--- src/logic/ccoa_pkg.sv ---
/*
 Constants for the compare/capture channel output-action block.
 Assumes a 32-bit Avalon-MM register bus and one core clock.
*/
package ccoa_pkg;
   // ===========================================
   // Register map
   localparam logic [3:0] CCOA_CTRL_OFFSET = 4'h0;
   localparam logic [3:0] CCOA_STAT_OFFSET = 4'h4;
   // ===========================================
   // Control field positions
   localparam int CCOA_SEL_LSB = 16;
   localparam int CCOA_UF_LSB = 12;
   localparam int CCOA_OF_LSB = 10;
   localparam int CCOA_MT_LSB = 8;
   localparam logic [31:0] CCOA_CTRL_WMASK = 32'h000F_3F00;
   localparam logic [31:0] CCOA_CTRL_RESET = 32'h0000_0000;
   localparam logic [3:0] CCOA_SEL_RESET = 4'h0;
   localparam logic CCOA_OUT_RESET = 1'b0;
   localparam int CCOA_NUM_EVCH = 12;
   // ===========================================
   // Output actions
   typedef enum logic [1:0]
   {
      CCOA_ACT_NONE = 2'h0,
      CCOA_ACT_TOGGLE = 2'h1,
      CCOA_ACT_CLEAR = 2'h2,
      CCOA_ACT_SET = 2'h3
   } ccoa_action_t;
endpackage : ccoa_pkg

--- src/logic/ccoa_action_apply.sv ---
/*
 Applies one output action to a level when its event fires.
 Assumes event and action are on the core clock domain.
*/
module ccoa_action_apply
(
   input wire logic i_event,
   input wire logic [1:0] i_action,
   input wire logic i_level,
   output logic o_level
);
   always_comb
   begin
      o_level = i_level;
      if (i_event)
      begin
         case (ccoa_pkg::ccoa_action_t'(i_action))
            ccoa_pkg::CCOA_ACT_NONE: o_level = i_level;
            ccoa_pkg::CCOA_ACT_TOGGLE: o_level = ~i_level;
            ccoa_pkg::CCOA_ACT_CLEAR: o_level = 1'b0;
            ccoa_pkg::CCOA_ACT_SET: o_level = 1'b1;
            default: o_level = i_level;
         endcase
      end
   end
endmodule : ccoa_action_apply

--- src/logic/ccoa_channel.sv ---
/*
 Compare/capture channel control register, event input select and output
 actions on underflow, overflow and compare match.
 Assumes event pulses from the counter core on i_core_clk, event channels
 from other on-chip logic on the same clock, and an Avalon-MM master.
*/
// How it works
// RULE1: 4-bit event input select at bits 19:16, resets to zero.
// RULE2: Select value n of 7..11 routes event channel n to the input.
// RULE3: Underflow action bits 13:12: none, toggle, clear, set.
// RULE4: Overflow action bits 11:10: none, toggle, clear, set.
// RULE5: Match action bits 9:8: none, toggle, clear, set.
// RULE6: All three action fields reset to zero and are read/write.
// RULE7: Software writes zeros to bits 15:14 and 7:5.
// RULE8: Underflow action applies only on underflow; the output changes the cycle after the event.
// RULE9: Simultaneous events apply underflow, then overflow, then match.
module ccoa_channel
(
   input wire logic i_core_clk,
   input wire logic i_sys_rst,
   input wire logic [3:0] i_avs_address,
   input wire logic i_avs_read,
   input wire logic i_avs_write,
   input wire logic [31:0] i_avs_writedata,
   input wire logic [3:0] i_avs_byteenable,
   output logic [31:0] o_avs_readdata,
   output logic o_avs_waitrequest,
   input wire logic [11:0] i_event_channels,
   input wire logic i_underflow,
   input wire logic i_overflow,
   input wire logic i_match,
   output logic o_channel_input,
   output logic o_channel_output
);
   // ===========================================
   // State
   typedef struct packed
   {
      logic [3:0] event_input_select;
      logic [1:0] underflow_output_action;
      logic [1:0] overflow_output_action;
      logic [1:0] match_output_action;
      logic out_level;
      logic chan_in;
      logic ack;
      logic [31:0] rdata;
   } ccoa_state_t;

   ccoa_state_t state_reg;
   ccoa_state_t state_next;
   logic lvl_uf;
   logic lvl_of;
   logic lvl_mt;
   logic [31:0] ctrl_view;
   logic [31:0] wr_merged;

   function automatic logic [31:0] ccoa_be_mask(input logic [3:0] be);
      ccoa_be_mask = {{8{be[3]}}, {8{be[2]}}, {8{be[1]}}, {8{be[0]}}};
   endfunction : ccoa_be_mask

   // ===========================================
   // Output actions, fixed order
   ccoa_action_apply u_uf
   (
      .i_event(i_underflow), // RULE8
      .i_action(state_reg.underflow_output_action), // RULE3
      .i_level(state_reg.out_level),
      .o_level(lvl_uf)
   );
   ccoa_action_apply u_of
   (
      .i_event(i_overflow),
      .i_action(state_reg.overflow_output_action), // RULE4
      .i_level(lvl_uf), // RULE9
      .o_level(lvl_of)
   );
   ccoa_action_apply u_mt
   (
      .i_event(i_match),
      .i_action(state_reg.match_output_action), // RULE5
      .i_level(lvl_of), // RULE9
      .o_level(lvl_mt)
   );

   // ===========================================
   // Registers and bus
   always_comb
   begin
      ctrl_view = '0;
      ctrl_view[ccoa_pkg::CCOA_SEL_LSB +: 4] = state_reg.event_input_select;
      ctrl_view[ccoa_pkg::CCOA_UF_LSB +: 2] = state_reg.underflow_output_action;
      ctrl_view[ccoa_pkg::CCOA_OF_LSB +: 2] = state_reg.overflow_output_action;
      ctrl_view[ccoa_pkg::CCOA_MT_LSB +: 2] = state_reg.match_output_action;
      wr_merged = (ctrl_view & ~ccoa_be_mask(i_avs_byteenable))
         | (i_avs_writedata & ccoa_be_mask(i_avs_byteenable));
      wr_merged = wr_merged & ccoa_pkg::CCOA_CTRL_WMASK; // RULE7

      state_next = state_reg;
      state_next.out_level = lvl_mt; // RULE8
      state_next.ack = 1'b0;
      if (state_reg.event_input_select < 4'(ccoa_pkg::CCOA_NUM_EVCH))
      begin
         state_next.chan_in = i_event_channels[state_reg.event_input_select]; // RULE2
      end
      else
      begin
         state_next.chan_in = 1'b0;
      end
      if ((i_avs_read || i_avs_write) && !state_reg.ack)
      begin
         state_next.ack = 1'b1;
         state_next.rdata = '0;
         if (i_avs_write && i_avs_address == ccoa_pkg::CCOA_CTRL_OFFSET)
         begin
            state_next.event_input_select = wr_merged[ccoa_pkg::CCOA_SEL_LSB +: 4]; // RULE1
            state_next.underflow_output_action = wr_merged[ccoa_pkg::CCOA_UF_LSB +: 2]; // RULE6
            state_next.overflow_output_action = wr_merged[ccoa_pkg::CCOA_OF_LSB +: 2]; // RULE6
            state_next.match_output_action = wr_merged[ccoa_pkg::CCOA_MT_LSB +: 2]; // RULE6
         end
         if (i_avs_read)
         begin
            case (i_avs_address)
               ccoa_pkg::CCOA_CTRL_OFFSET: state_next.rdata = ctrl_view;
               ccoa_pkg::CCOA_STAT_OFFSET: state_next.rdata = {30'h0000_0000,
                  state_reg.chan_in, state_reg.out_level};
               default: state_next.rdata = '0;
            endcase
         end
      end
   end

   always_ff @(posedge i_core_clk)
   begin
      if (i_sys_rst)
      begin
         state_reg <= '0; // RULE1
      end
      else
      begin
         state_reg <= state_next;
      end
   end

   assign o_avs_waitrequest = (i_avs_read || i_avs_write) && !state_reg.ack;
   assign o_avs_readdata = state_reg.rdata;
   assign o_channel_output = state_reg.out_level;
   assign o_channel_input = state_reg.chan_in;
endmodule : ccoa_channel

--- config.mk ---
export PLATFORM = sky130hd
export DESIGN_NAME = ccoa_channel
export DESIGN_NICKNAME = d
export VERILOG_FILES = /design/src/logic/ccoa_pkg.sv /design/src/logic/ccoa_action_apply.sv /design/src/logic/ccoa_channel.sv
export SDC_FILE = /design/constraint.sdc
export NUM_CORES = 1
export LEC_CHECK = 0
export ABC_AREA = 1
export BUFFER_PORTS_ARGS = -buffer_cell sky130_fd_sc_hd__buf_2
export CAP_MARGIN = 20
export CORE_AREA = 5 5 78 62
export CTS_BUF_LIST = sky130_fd_sc_hd__clkbuf_16
export CTS_CLUSTER_DIAMETER = 40
export CTS_CLUSTER_SIZE = 24
export DETAILED_ROUTE_END_ITERATION = 6
export DIE_AREA = 0 0 83 67
export PLACE_DENSITY = 0.73
export SYNTH_ARGS = -nofsm -noshare
export SYNTH_HDL_FRONTEND = slang
export SYNTH_HIERARCHICAL = 1
export SYNTH_SLANG_ARGS = --single-unit
--- constraint.sdc ---
create_clock -name i_core_clk -period 1.1 [get_ports i_core_clk]
set_input_delay 0.11 -clock i_core_clk [delete_from_list [all_inputs] [get_ports i_core_clk]]
set_output_delay 0.11 -clock i_core_clk [all_outputs]
set_load 0.005 [all_outputs]
After elaboration in Yosys (flattened, before gate mapping)
Index checks and enable logic that the tools add are counted.
{"block": "totals", "in_bits": 59, "out_inout_bits": 35, "word_cells": 49, "reg_bits": 45}
{"block": "op_classes", "n_reduce_logical": 10, "order_cmp": 2, "eq_ne": 10, "n_bitwise": 8, "muxes": 11}
{"op": "$and 20x20->20", "count": 2}
{"op": "$pmux 20 s2", "count": 1}
{"op": "$mux 33", "count": 1}
{"op": "$mux 20", "count": 1}
{"op": "$not 20->20", "count": 1}
{"op": "$or 20x20->20", "count": 1}
{"op": "$eq 2x2->1 const B", "count": 6}
{"op": "$pmux 1 s4", "count": 3}
{"op": "$eq 2x1->1 const B", "count": 3}
{"op": "$logic_not 2->1", "count": 3}
{"op": "$lt 4x5->1 const B", "count": 1}
{"op": "$bmux 1 s4", "count": 1}
{"op": "$eq 4x3->1 const B", "count": 1}
{"op": "$logic_not 4->1", "count": 1}
{"op": "$lt 4x4->1 const B", "count": 1}
{"op": "$mux 1", "count": 4}
{"op": "$not 1->1", "count": 4}
{"op": "$logic_and 1x1->1", "count": 2}
{"op": "$reduce_and 2->1", "count": 1}
{"op": "$reduce_or 2->1", "count": 1}
{"op": "$logic_not 1->1", "count": 1}
{"op": "$logic_or 1x1->1", "count": 1}

Longest topological paths before layout
Gate-level depths: netlist of run 1.
{"block": "logic_depth", "ltp_word": 9, "depth_mapped": 15}

Modules after synthesis
The synthesis of run 1 kept the hierarchy.
{"mod": "ccoa_channel", "cells_each": 184, "area_each_um2": 1302.5, "n_inst": 1}
{"mod": "ccoa_action_apply", "cells_each": 8, "area_each_um2": 32.5, "n_inst": 3}

Least setup slack after synthesis of run 1
No wires, ideal clock.
{"block": "synth_path", "path_type": "reg-to-reg", "startpoint": "register state_reg, in the netlist o_channel_output", "endpoint": "register state_reg, in the netlist o_channel_output", "t_required_ps": 972, "n_path_buf": 0, "path_stages_with_launch": 14, "setup_time_ps": 128, "t_arrival_ps": 978, "path_slack_ps": -6, "period_less_slack_ps": 1106, "cell_sequence": "dfxtp_1 > nand2_1 > nand2_1 > nand2_1 > inv_1 > nand2_1 > nand2_1 > nand2_1 > inv_1 > nand4_1 > nand2_1 > inv_1 > inv_1 > nor2_1"}
{"block": "synth_via", "elab_chain_len": 9}
{"element": "start, declared", "line_no": "ccoa_channel.sv:49", "source": "ccoa_state_t state_reg;"}
{"element": "start signal, assigned", "line_no": "ccoa_channel.sv:140", "source": "state_reg <= state_next;"}
{"element": "$not 1->1", "line_no": "ccoa_action_apply.sv:19", "source": "ccoa_pkg::CCOA_ACT_TOGGLE: o_level = ~i_level;"}
{"element": "$pmux 1 s4", "line_no": "ccoa_action_apply.sv:17", "source": "case (ccoa_pkg::ccoa_action_t'(i_action))"}
{"element": "$mux 1 (*)", "line_no": "ccoa_action_apply.sv:15", "source": "if (i_event)"}
{"element": "named net lvl_uf", "line_no": "ccoa_channel.sv:51", "source": "logic lvl_uf;"}
{"element": "$not 1->1", "line_no": "ccoa_action_apply.sv:19"}
{"element": "$pmux 1 s4", "line_no": "ccoa_action_apply.sv:17"}
{"element": "$mux 1 (*)", "line_no": "ccoa_action_apply.sv:15"}
{"element": "named net lvl_of", "line_no": "ccoa_channel.sv:52", "source": "logic lvl_of;"}
{"element": "$not 1->1", "line_no": "ccoa_action_apply.sv:19"}
{"element": "$pmux 1 s4", "line_no": "ccoa_action_apply.sv:17"}
{"element": "$mux 1 (*)", "line_no": "ccoa_action_apply.sv:15"}
{"element": "named net lvl_mt", "line_no": "ccoa_channel.sv:53", "source": "logic lvl_mt;"}
Mark *: on every way through the listed nets, which the timed path passes. The rest lies on a longest branch.
A chain may end at the register's enable or synchronous reset.

==> results of run 1 <==
==> final timing paths <==
kind	from	to	slack (ps)	cells past startpoint
worst max-delay path	register	o_channel_output$_SDFF_PP0_	-70	15
worst max register to register	register	o_channel_output$_SDFF_PP0_	-70	15
worst min-delay path	i_avs_writedata[13]	register	90	3
worst min register to register	o_avs_readdata[9]$_SDFFE_PP0P_	o_avs_readdata[9]$_SDFFE_PP0P_	460	2
==> worst max-delay path, delay by kind of cell (launching register included) <==
kind	cells	cell delay, ps
flip-flops	1	340
buffers and inverters	4	150
AND/OR/NAND/NOR	11	550
==> through the flow <==
step	cells	cell area (sq um)	util, %	hold slack, ps	power [uW]
floorplan	227	1470	-	246	1080
global placement	300	1580	40.0	358	1110
detailed placement	300	1580	40.0	361	1120
CTS	304	1680	42.4	84.9	1910
global route	307	1730	43.9	101	2030
finish	307	1730	43.9	90.4	1920
==> synth_stat cells, drive strengths merged <==
master and number:
o21ai 2, nand2 73, a21oi 23, clkbuf 3, clkinv 1, nor2 10
nand3b 1, nand4 5, inv 23, conb 1, dfxtp 25, buf 34
nand3 6, o211ai 1
==> metal layers <==
layer | track usage (%) | vias up
met5 | 0 | -
met4 | 1.84 | 0
met3 | 5.56 | 2
met2 | 19.3 | 33
met1 | 13.7 | 535
li1 | - | 678
==> power breakdown <==
group / internal, uW / total [uW] / switching (uW) / leakage, uW
Sequential: 909 / 915 / 5.98 / 0.000204
Combinational: 91.8 / 218 / 126 / 0.000593
Clock: 485 / 785 / 300 / 0.0000423
Total: 1490 / 1920 / 432 / 0.000839
==> repair_timing <==
action	in CTS	in global routing
resized for setup	5	13
gates cloned	0	1
pin swaps	7	6
buffers inserted	0	2
endpoints found under the setup margin	7	25
==> cell type report <==
| cell class | instances | area share, % |
|---|---|---|
| multi-input combinational | 141 | 37.4 |
| sequential | 25 | 29.4 |
| timing repair buffer | 57 | 18.7 |
| inverter | 24 | 5.77 |
| clock buffer | 3 | 4.33 |
| tap | 55 | 3.97 |
| timing repair inverter | 1 | 0.289 |
| clock inverter | 1 | 0.216 |
==> kinds of logic after synthesis <==
| family | Yosys count | share of synthesized area, % |
|---|---|---|
| AO/OA/AOI/OAI | 26 | 9.47 |
| buffers and inverters | 61 | 25.4 |
| flip-flops | 25 | 35.7 |
| other | 1 | 0.268 |
| AND/OR/NAND/NOR | 95 | 29.1 |
==> cell usage in the layout (no fill, tap or decap), drive strengths merged <==
master,Yosys,routed
nand2,73,73
buf,34,57
dfxtp,25,25
a21oi,23,23
inv,23,23
conb,1,20
nor2,10,10
nand3,6,6
nand4,5,5
clkbuf,3,3
clkinv,1,3
o21ai,2,2
nand3b,1,1
o211ai,1,1
==> run metrics, run 1 <==
VDD IR max=slightly above 600 uV; worst slack at placement=-95.1 ps; top cell type by total area after synthesis=dfxtp_1; initial antenna violation count=0; CTS hold repair buffers=0; setup slack after layout=-72.3 ps; drt initial violations=48; clock latency on the worst-skew pair=250 ps; Initial Util=35.4%; cell area after synthesis=1400 sq um; H-tree levels=1; vias=1,248; routability-driven placement congestion ratio=just over 0.8; post-DP HPWL=roughly 2.5 mm; area of the multi-input gates=about 650 sq um; vias in the first global route=between 1,000 and 1,500; die area=5560 sq um; FF+latch count, synth=25; clk_skew=approximately 2.6 ps; diode count=0; clock buffer depth=2; final wirelength=3.29 mm; Num CTS Buffers=3; largest net degree at the start of global routing=26; final setup fails=2; First-pass DRT Iterations=4; IO buf count=49; ranking of synthesized cells by area=dfxtp_1, nand2_1, buf_4; failing checks=setup timing; cell mode on critical path=nand2_1; Hold Path Class=in2reg; sequential fraction of the synthesis area=a little over a third; total gr overflow=0; Critical-path top delay cell=dfxtp_2; Yosys warning count=6; post-synthesis cell count=208; first-pass GRT wire length=5.17 mm; fraction of layout cells with a size suffix above 1=31.3%; metal3 WL=279 microns; crit end category=register; TritonCTS clock tree=built; Area Growth Syn to Fin=23.9%; global-route usage over all layers=11.5%; via/cell ratio=4.07; min Tclk post-route=~1200 ps; maximum clock rate=853 MHz; worst-path maximum fanout=3; Reg area=509 sq um; final hold violations=0; Cell Rows=20; Max Cap Viol=0; Clock Sinks=25; startpoint types=register; num ports=94; clock-pin slew on the worst setup and hold paths=roughly 60 ps; Synth cell types=21; outcome=complete, but fails checks; Arrival @ worst endpoint=1300 ps; worst-path cell chain=nand2_1 > nand2_1 > nand2_1 > nand2_1 > inv_2 > nand2_1 > nand2_1 > nand2_1 > inv_2 > nand2_1 > nand2_1 > nand2_1 > inv_1 > inv_1 > nor2_1; metal2 WL=~1.6 mm; Pleak=0.000839 uW; Metal-1 WL=roughly 1.4 mm; DRC viols=0; DIE WIDTH=approximately 83 microns; top sig layer=met4; Synth top area share=35.7%; Crit path largest cell delay=340 ps; Final Max Slew Viols=0; number of antenna-violating nets in the routed design=0; core area=3950 sq um; Fill cells=460; Worst Path Required=1230 ps; routed len/inst=10.7 microns; die height=67 microns; RSZ-0062 raised after global routing=true; Final Cycle Share=107%; Avg Inst Size Synth=6.73 sq um; Power Dens Cells=approximately 1100 nW/um^2; Final #Nets=312; root buf cell=clkbuf_16; critical path class=reg2reg; Setup TNS=-109 ps
(Power assumes the default switching activity.)
==> inputs of run 2 (changes only) <==
--- a/config.mk
+++ b/config.mk
@@ -8,13 +8,12 @@
 export ABC_AREA = 1
 export BUFFER_PORTS_ARGS = -buffer_cell sky130_fd_sc_hd__buf_2
 export CAP_MARGIN = 20
-export CORE_AREA = 5 5 78 62
+export CORE_AREA = 5 5 88 70
 export CTS_BUF_LIST = sky130_fd_sc_hd__clkbuf_16
 export CTS_CLUSTER_DIAMETER = 40
 export CTS_CLUSTER_SIZE = 24
 export DETAILED_ROUTE_END_ITERATION = 6
-export DIE_AREA = 0 0 83 67
-export PLACE_DENSITY = 0.73
+export DIE_AREA = 0 0 93 75
 export SYNTH_ARGS = -nofsm -noshare
 export SYNTH_HDL_FRONTEND = slang
 export SYNTH_HIERARCHICAL = 1
==> run 2 against run 1 <==
The flow still finishes with violations (setup timing). Total power about the same. Sequential power about the same. Sequential share of layout area increased by 0.16 points. Largest cell class unchanged. Via count increased by 0.80%. Count of clock-buffer cells in the layout unchanged. Die area increased by 25%. Highest routed layer unchanged.
==> run metrics, run 2 (synthesis results as in run 1) <==
outcome=complete, but fails checks; failing checks=setup timing; startpoint types=register; global-route usage over all layers=between 9 and 10%; clock buffer depth=2; cell mode on critical path=nand2_1; Initial Util=between 20% and 30%; fraction of layout cells with a size suffix above 1=31.9%; worst hold margin=between 80 and 90 ps; drt initial violations=57; Cell Rows=23; number of antenna-violating nets in the routed design=0; setup slack after layout=-57.2 ps; total gr overflow=0; Worst Path Required=1230 ps; Hold Path Class=in2reg; clock-pin slew on the worst setup and hold paths=about 60 ps; vias in the first global route=1,229; Post-Place Cells=308; post-layout util=roughly a third; most frequent cells in the layout=nand2_1, buf_2, a21oi_1, dfxtp_1, conb_1; Clock Sinks=25; num ports=94; diode count=0; crit-path leading delay family=simple AND/OR/NAND/NOR gates; worst slack at placement=-77.7 ps; die height=about 75 microns; CTS hold repair buffers=0; critical path class=reg2reg; H-tree levels=1; Final #Nets=311; Setup TNS=-57.2 ps; largest net degree at the start of global routing=26; Final Cycle Share=105%; RSZ-0062 raised after global routing=true; Arrival @ worst endpoint=1290 ps; Crit path largest cell delay=about 320 ps; Final Max Slew Viols=0; via/cell ratio=approximately 4.0; worst-path maximum fanout=3; min Tclk post-route=1160 ps; core area=5180 sq um; clock latency on the worst-skew pair=260 ps; clk_skew=2.01 ps; post-DP HPWL=2.58 mm; final wirelength=3.33 mm; TritonCTS clock tree=built; Critical-path top delay cell=dfxtp_2; final setup fails=1; Num CTS Buffers=3; crit end category=register; final hold violations=0; maximum clock rate=864 MHz; Area Growth Syn to Fin=22.9%; DRC viols=0; routability-driven placement congestion ratio=0.746; Buf+Inv Stages, Crit Path=4; Pleak=0.000832 uW; initial antenna violation count=0; VDD IR max=523 uV; vias=1,258; Power Dens Cells=1110 nW/um^2; IO buf count=49; die area=6980 sq um; Max Cap Viol=0; worst-path cell chain=nand2_1 > nand2_1 > nand2_1 > nand2_1 > inv_2 > nand2_1 > nand2_1 > nand2_1 > inv_2 > nand4_1 > nand2_1 > inv_1 > inv_1 > nor2_1; First-pass DRT Iterations=4; Layout Cells excl Fill=313; first-pass GRT wire length=5.37 mm; commonest non-fill, non-tap cell in the layout=nand2_1; DIE WIDTH=~93 microns; root buf cell=clkbuf_16; routed len/inst=10.7 microns
[run 2: worst paths after layout]
kind	startpoint	end	slack, ps	cells past startpoint
worst max-delay path	register	o_channel_output$_SDFF_PP0_	-60	14
worst min-delay path	i_avs_writedata[12]	register	80	3
worst max register to register	register	o_channel_output$_SDFF_PP0_	-60	14
worst min register to register	o_avs_readdata[11]$_SDFFE_PP0P_	o_avs_readdata[11]$_SDFFE_PP0P_	460	2
[run 2: worst register-to-register path: stages (launching register included)]
cell     delay [ps]
dfxtp_2         320
nand2_1          50
nand2_1          40
nand2_1          60
nand2_1          50
inv_2            50
nand2_1          40
nand2_1          50
nand2_1          60
inv_2            70
nand4_1          70
nand2_1          70
inv_1            30
inv_1            40
nor2_1           30
[run 2: layout make-up]
| class | instances | area (sq um) |
|---|---|---|
| Timing Repair Buffer | 57 | 318 |
| Clock buffer | 3 | 75.1 |
| Sequential cell | 25 | 508 |
| Tap cell | 62 | 77.6 |
| Multi-Input combinational cell | 141 | 641 |
| Clock inverter | 1 | 3.75 |
| Fill cell | 587 | 3460 |
| Inverter | 24 | 97.6 |
[run 2: per-layer routing]
metal,part of all wire [%],GRT usage [%],vias to the layer above
met5,0,0,-
met4,0.57,2.44,0
met3,7.9,3.70,2
met2,46,17.2,35
met1,46,11.9,542
li1,-,-,679
[run 2: metrics by stage]
step,total power [uW],cell area [sq um]
2_1_floorplan,1080,1470
3_3_place_gp,1120,1600
3_5_place_dp,1120,1600
4_1_cts,1940,1690
5_1_grt,2030,1720
6_report,1920,1720
[run 2: timing repair]
item | in CTS | in global routing
buffers inserted | 0 | 1
cloned | 0 | 0
pin swaps | 6 | 9
gates resized for setup | 5 | 11
setup endpoints to repair | 21 | 23
[run 2: report_power, final]
group / total [uW] / internal [uW] / leakage, uW / switching, uW
registers: 916 / 911 / 0.000204 / 5.06
logic: 200 / 82.3 / 0.000586 / 118
clock network: 802 / 486 / 0.0000423 / 316
==> inputs of run 3 (changes only) <==
--- a/config.mk
+++ b/config.mk
@@ -5,15 +5,14 @@
 export SDC_FILE = /design/constraint.sdc
 export NUM_CORES = 1
 export LEC_CHECK = 0
-export ABC_AREA = 1
 export BUFFER_PORTS_ARGS = -buffer_cell sky130_fd_sc_hd__buf_2
 export CAP_MARGIN = 20
-export CORE_AREA = 5 5 88 70
+export CORE_AREA = 5 5 89 70
 export CTS_BUF_LIST = sky130_fd_sc_hd__clkbuf_16
 export CTS_CLUSTER_DIAMETER = 40
 export CTS_CLUSTER_SIZE = 24
 export DETAILED_ROUTE_END_ITERATION = 6
-export DIE_AREA = 0 0 93 75
+export DIE_AREA = 0 0 94 75
 export SYNTH_ARGS = -nofsm -noshare
 export SYNTH_HDL_FRONTEND = slang
 export SYNTH_HIERARCHICAL = 1
==> run 3 against run 2 <==
The flow still finishes with violations (setup timing). Via count rose by 8.1%. Sequential power rose by 0.4%. Clock power rose by 1%. Sequential share of layout area fell by 5.4 points. First-iteration DRC count fell by 8.8%. Final area rose by 21%. Count of clock-buffer cells in the layout did not move.
==> run metrics, run 3 <==
number of antenna-violating nets in the routed design=0; FF+latch count, synth=25; die height=~75 microns; post-route design area=about 2100 sq um; min Tclk post-route=2120 ps; path depth of the worst reg2reg path=7; FFs w/ async S/R, synth=0%; fraction of layout cells with a size suffix above 1=around half; clk_skew=approximately 2.8 ps; failing checks=setup timing; commonest non-fill, non-tap cell in the layout=buf_2; Hold Path Class=in2reg; Avg Inst Size Synth=8.66 sq um; maximum clock rate=472 MHz; Final Cycle Share=192%; Post-Place Cell Area=~1700 sq um; Yosys warning count=6; H-tree levels=1; CTS hold repair buffers=0; routed len/inst=14.7 microns; largest net degree at the start of global routing=21; TritonCTS clock tree=built; final hold violations=0; Arrival @ worst endpoint=about 2300 ps; most common cell in the synthesized netlist=buf_4; clock-pin slew on the worst setup and hold paths=60 ps; outcome=complete, but fails checks; Worst Path Required=1230 ps; Final #Nets=283; First-pass DRT Iterations=4; critical path class=reg2reg; most frequent cells in the layout=buf_2, dfxtp_1, a21oi_1, conb_1, buf_4; total gr overflow=0; Post-Place Cells=~290; vias in the first global route=1,343; die area=7050 sq um; top cell type by total area after synthesis=dfxtp_1; ranking of synthesized cells by area=dfxtp_1, buf_4, a21oi_1; Initial Util=roughly 27%; Cell Rows=23; via/cell ratio=4.56; Synth cell types=28; hold path cells=3; cell area after synthesis=1430 sq um; root buf cell=clkbuf_16; initial antenna violation count=0; top_reg_cell synth=dfxtp_1; Final Max Slew Viols=0; first-pass GRT wire length=6.51 mm; commonest cells in the synthesized netlist=buf_4, dfxtp_1, a21oi_1; core area=~5200 sq um; Area Growth Syn to Fin=46.2%; clock latency on the worst-skew pair=260 ps; Clock Sinks=25; IO buf count=49; DRC viols=0; DIE WIDTH=around 94 microns; final wirelength=4.38 mm; Power Dens Cells=989 nW/um^2; post-synthesis cell count=165; Max Cap Viol=0; number of synthesized flops with an enable pin=0; startpoint types=register; num ports=94; transition time at the pin with the least slew margin=1030 ps; Pleak=0.000852 uW; post-DP HPWL=between 2 and 3 mm; worst rel slew slack=31.7%; sequential fraction of the synthesis area=between 30% and 40%; Layout Cells excl Fill=298; routability-driven placement congestion ratio=0.773; worst-path maximum fanout=2; diode count=0; final setup fails=25; setup slack after layout=-1020 ps; drt initial violations=52; RSZ-0062 raised after global routing=true; VDD IR max=between 700 and 800 uV; vias=~1,400; global-route usage over all layers=11.8%; crit end category=register; clock buffer depth=2; Synth top area share=35.0%; Num CTS Buffers=3
-- run 3: final cells by class --
type | count | area, sq um
Fill cell | 524 | 3150
Clock buffer | 3 | 75.1
Clock inverter | 1 | 5.00
Tap cell | 75 | 93.8
Multi-Input combinational cell | 112 | 876
Inverter | 3 | 13.8
Timing Repair Buffer | 79 | 522
Sequential cell | 25 | 504
-- run 3: timing repair --
action,4_1_cts,5_1_grt
buffers inserted,5,0
endpoints found under the setup margin,25,25
hold endpoints to repair,0,0
resized for setup,38,10
cloned,3,0
pin swaps,33,9
-- run 3: critical path: stages, from the launching register on --
cell     delay [ps]
dfxtp_2         340
mux2_4          300
a22o_1          210
mux2_4          300
a22o_1          210
mux2_4          310
a22o_1          190
nor2b_1         130
-- run 3: routing by layer --
metal	vias to the layer above	wire length [microns]	GRT usage [%]
li1	674	-	-
met1	639	1940	15.0
met2	43	2170	19.4
met3	4	232	4.00
met4	0	35	3.53
met5	-	0	0
-- run 3: through the flow --
stage	util [%]	setup TNS (ps)	worst slack, ps	power, uW	hold WS [ps]
2_1_floorplan	-	-2990	-935	1100	260
6_report	39.9	-4400	-1020	2070	113
3_5_place_dp	33.3	-5450	-1020	1200	380
3_3_place_gp	33.3	-5130	-949	1190	379
5_1_grt	39.9	-5660	-1050	2160	103
4_1_cts	39.1	-3860	-1030	2070	111
-- run 3: power breakdown --
part	leakage [uW]	internal, uW	switching (uW)
logic	0.000608	150	187
clock network	0.0000409	490	320
registers	0.000203	913	6.50
-- run 3: worst paths after layout --
kind	slack, ps	end	start
worst max-delay path	-1020	o_channel_output$_SDFF_PP0_	o_channel_output$_SDFF_PP0_
worst min-delay path	110	register	i_avs_writedata[17]
worst max register to register	-1020	o_channel_output$_SDFF_PP0_	o_channel_output$_SDFF_PP0_
worst min register to register	450	o_avs_readdata[16]$_SDFFE_PP0P_	o_avs_readdata[16]$_SDFFE_PP0P_
-- run 3: cells by family after synthesis --
family | Yosys count | synth area share [%]
buffers and inverters | 47 | 21.1
AND/OR/NAND/NOR | 44 | 19.2
AO/OA/AOI/OAI | 41 | 17.4
flip-flops | 25 | 35.0
multiplexers | 7 | 7.00
other | 1 | 0.262
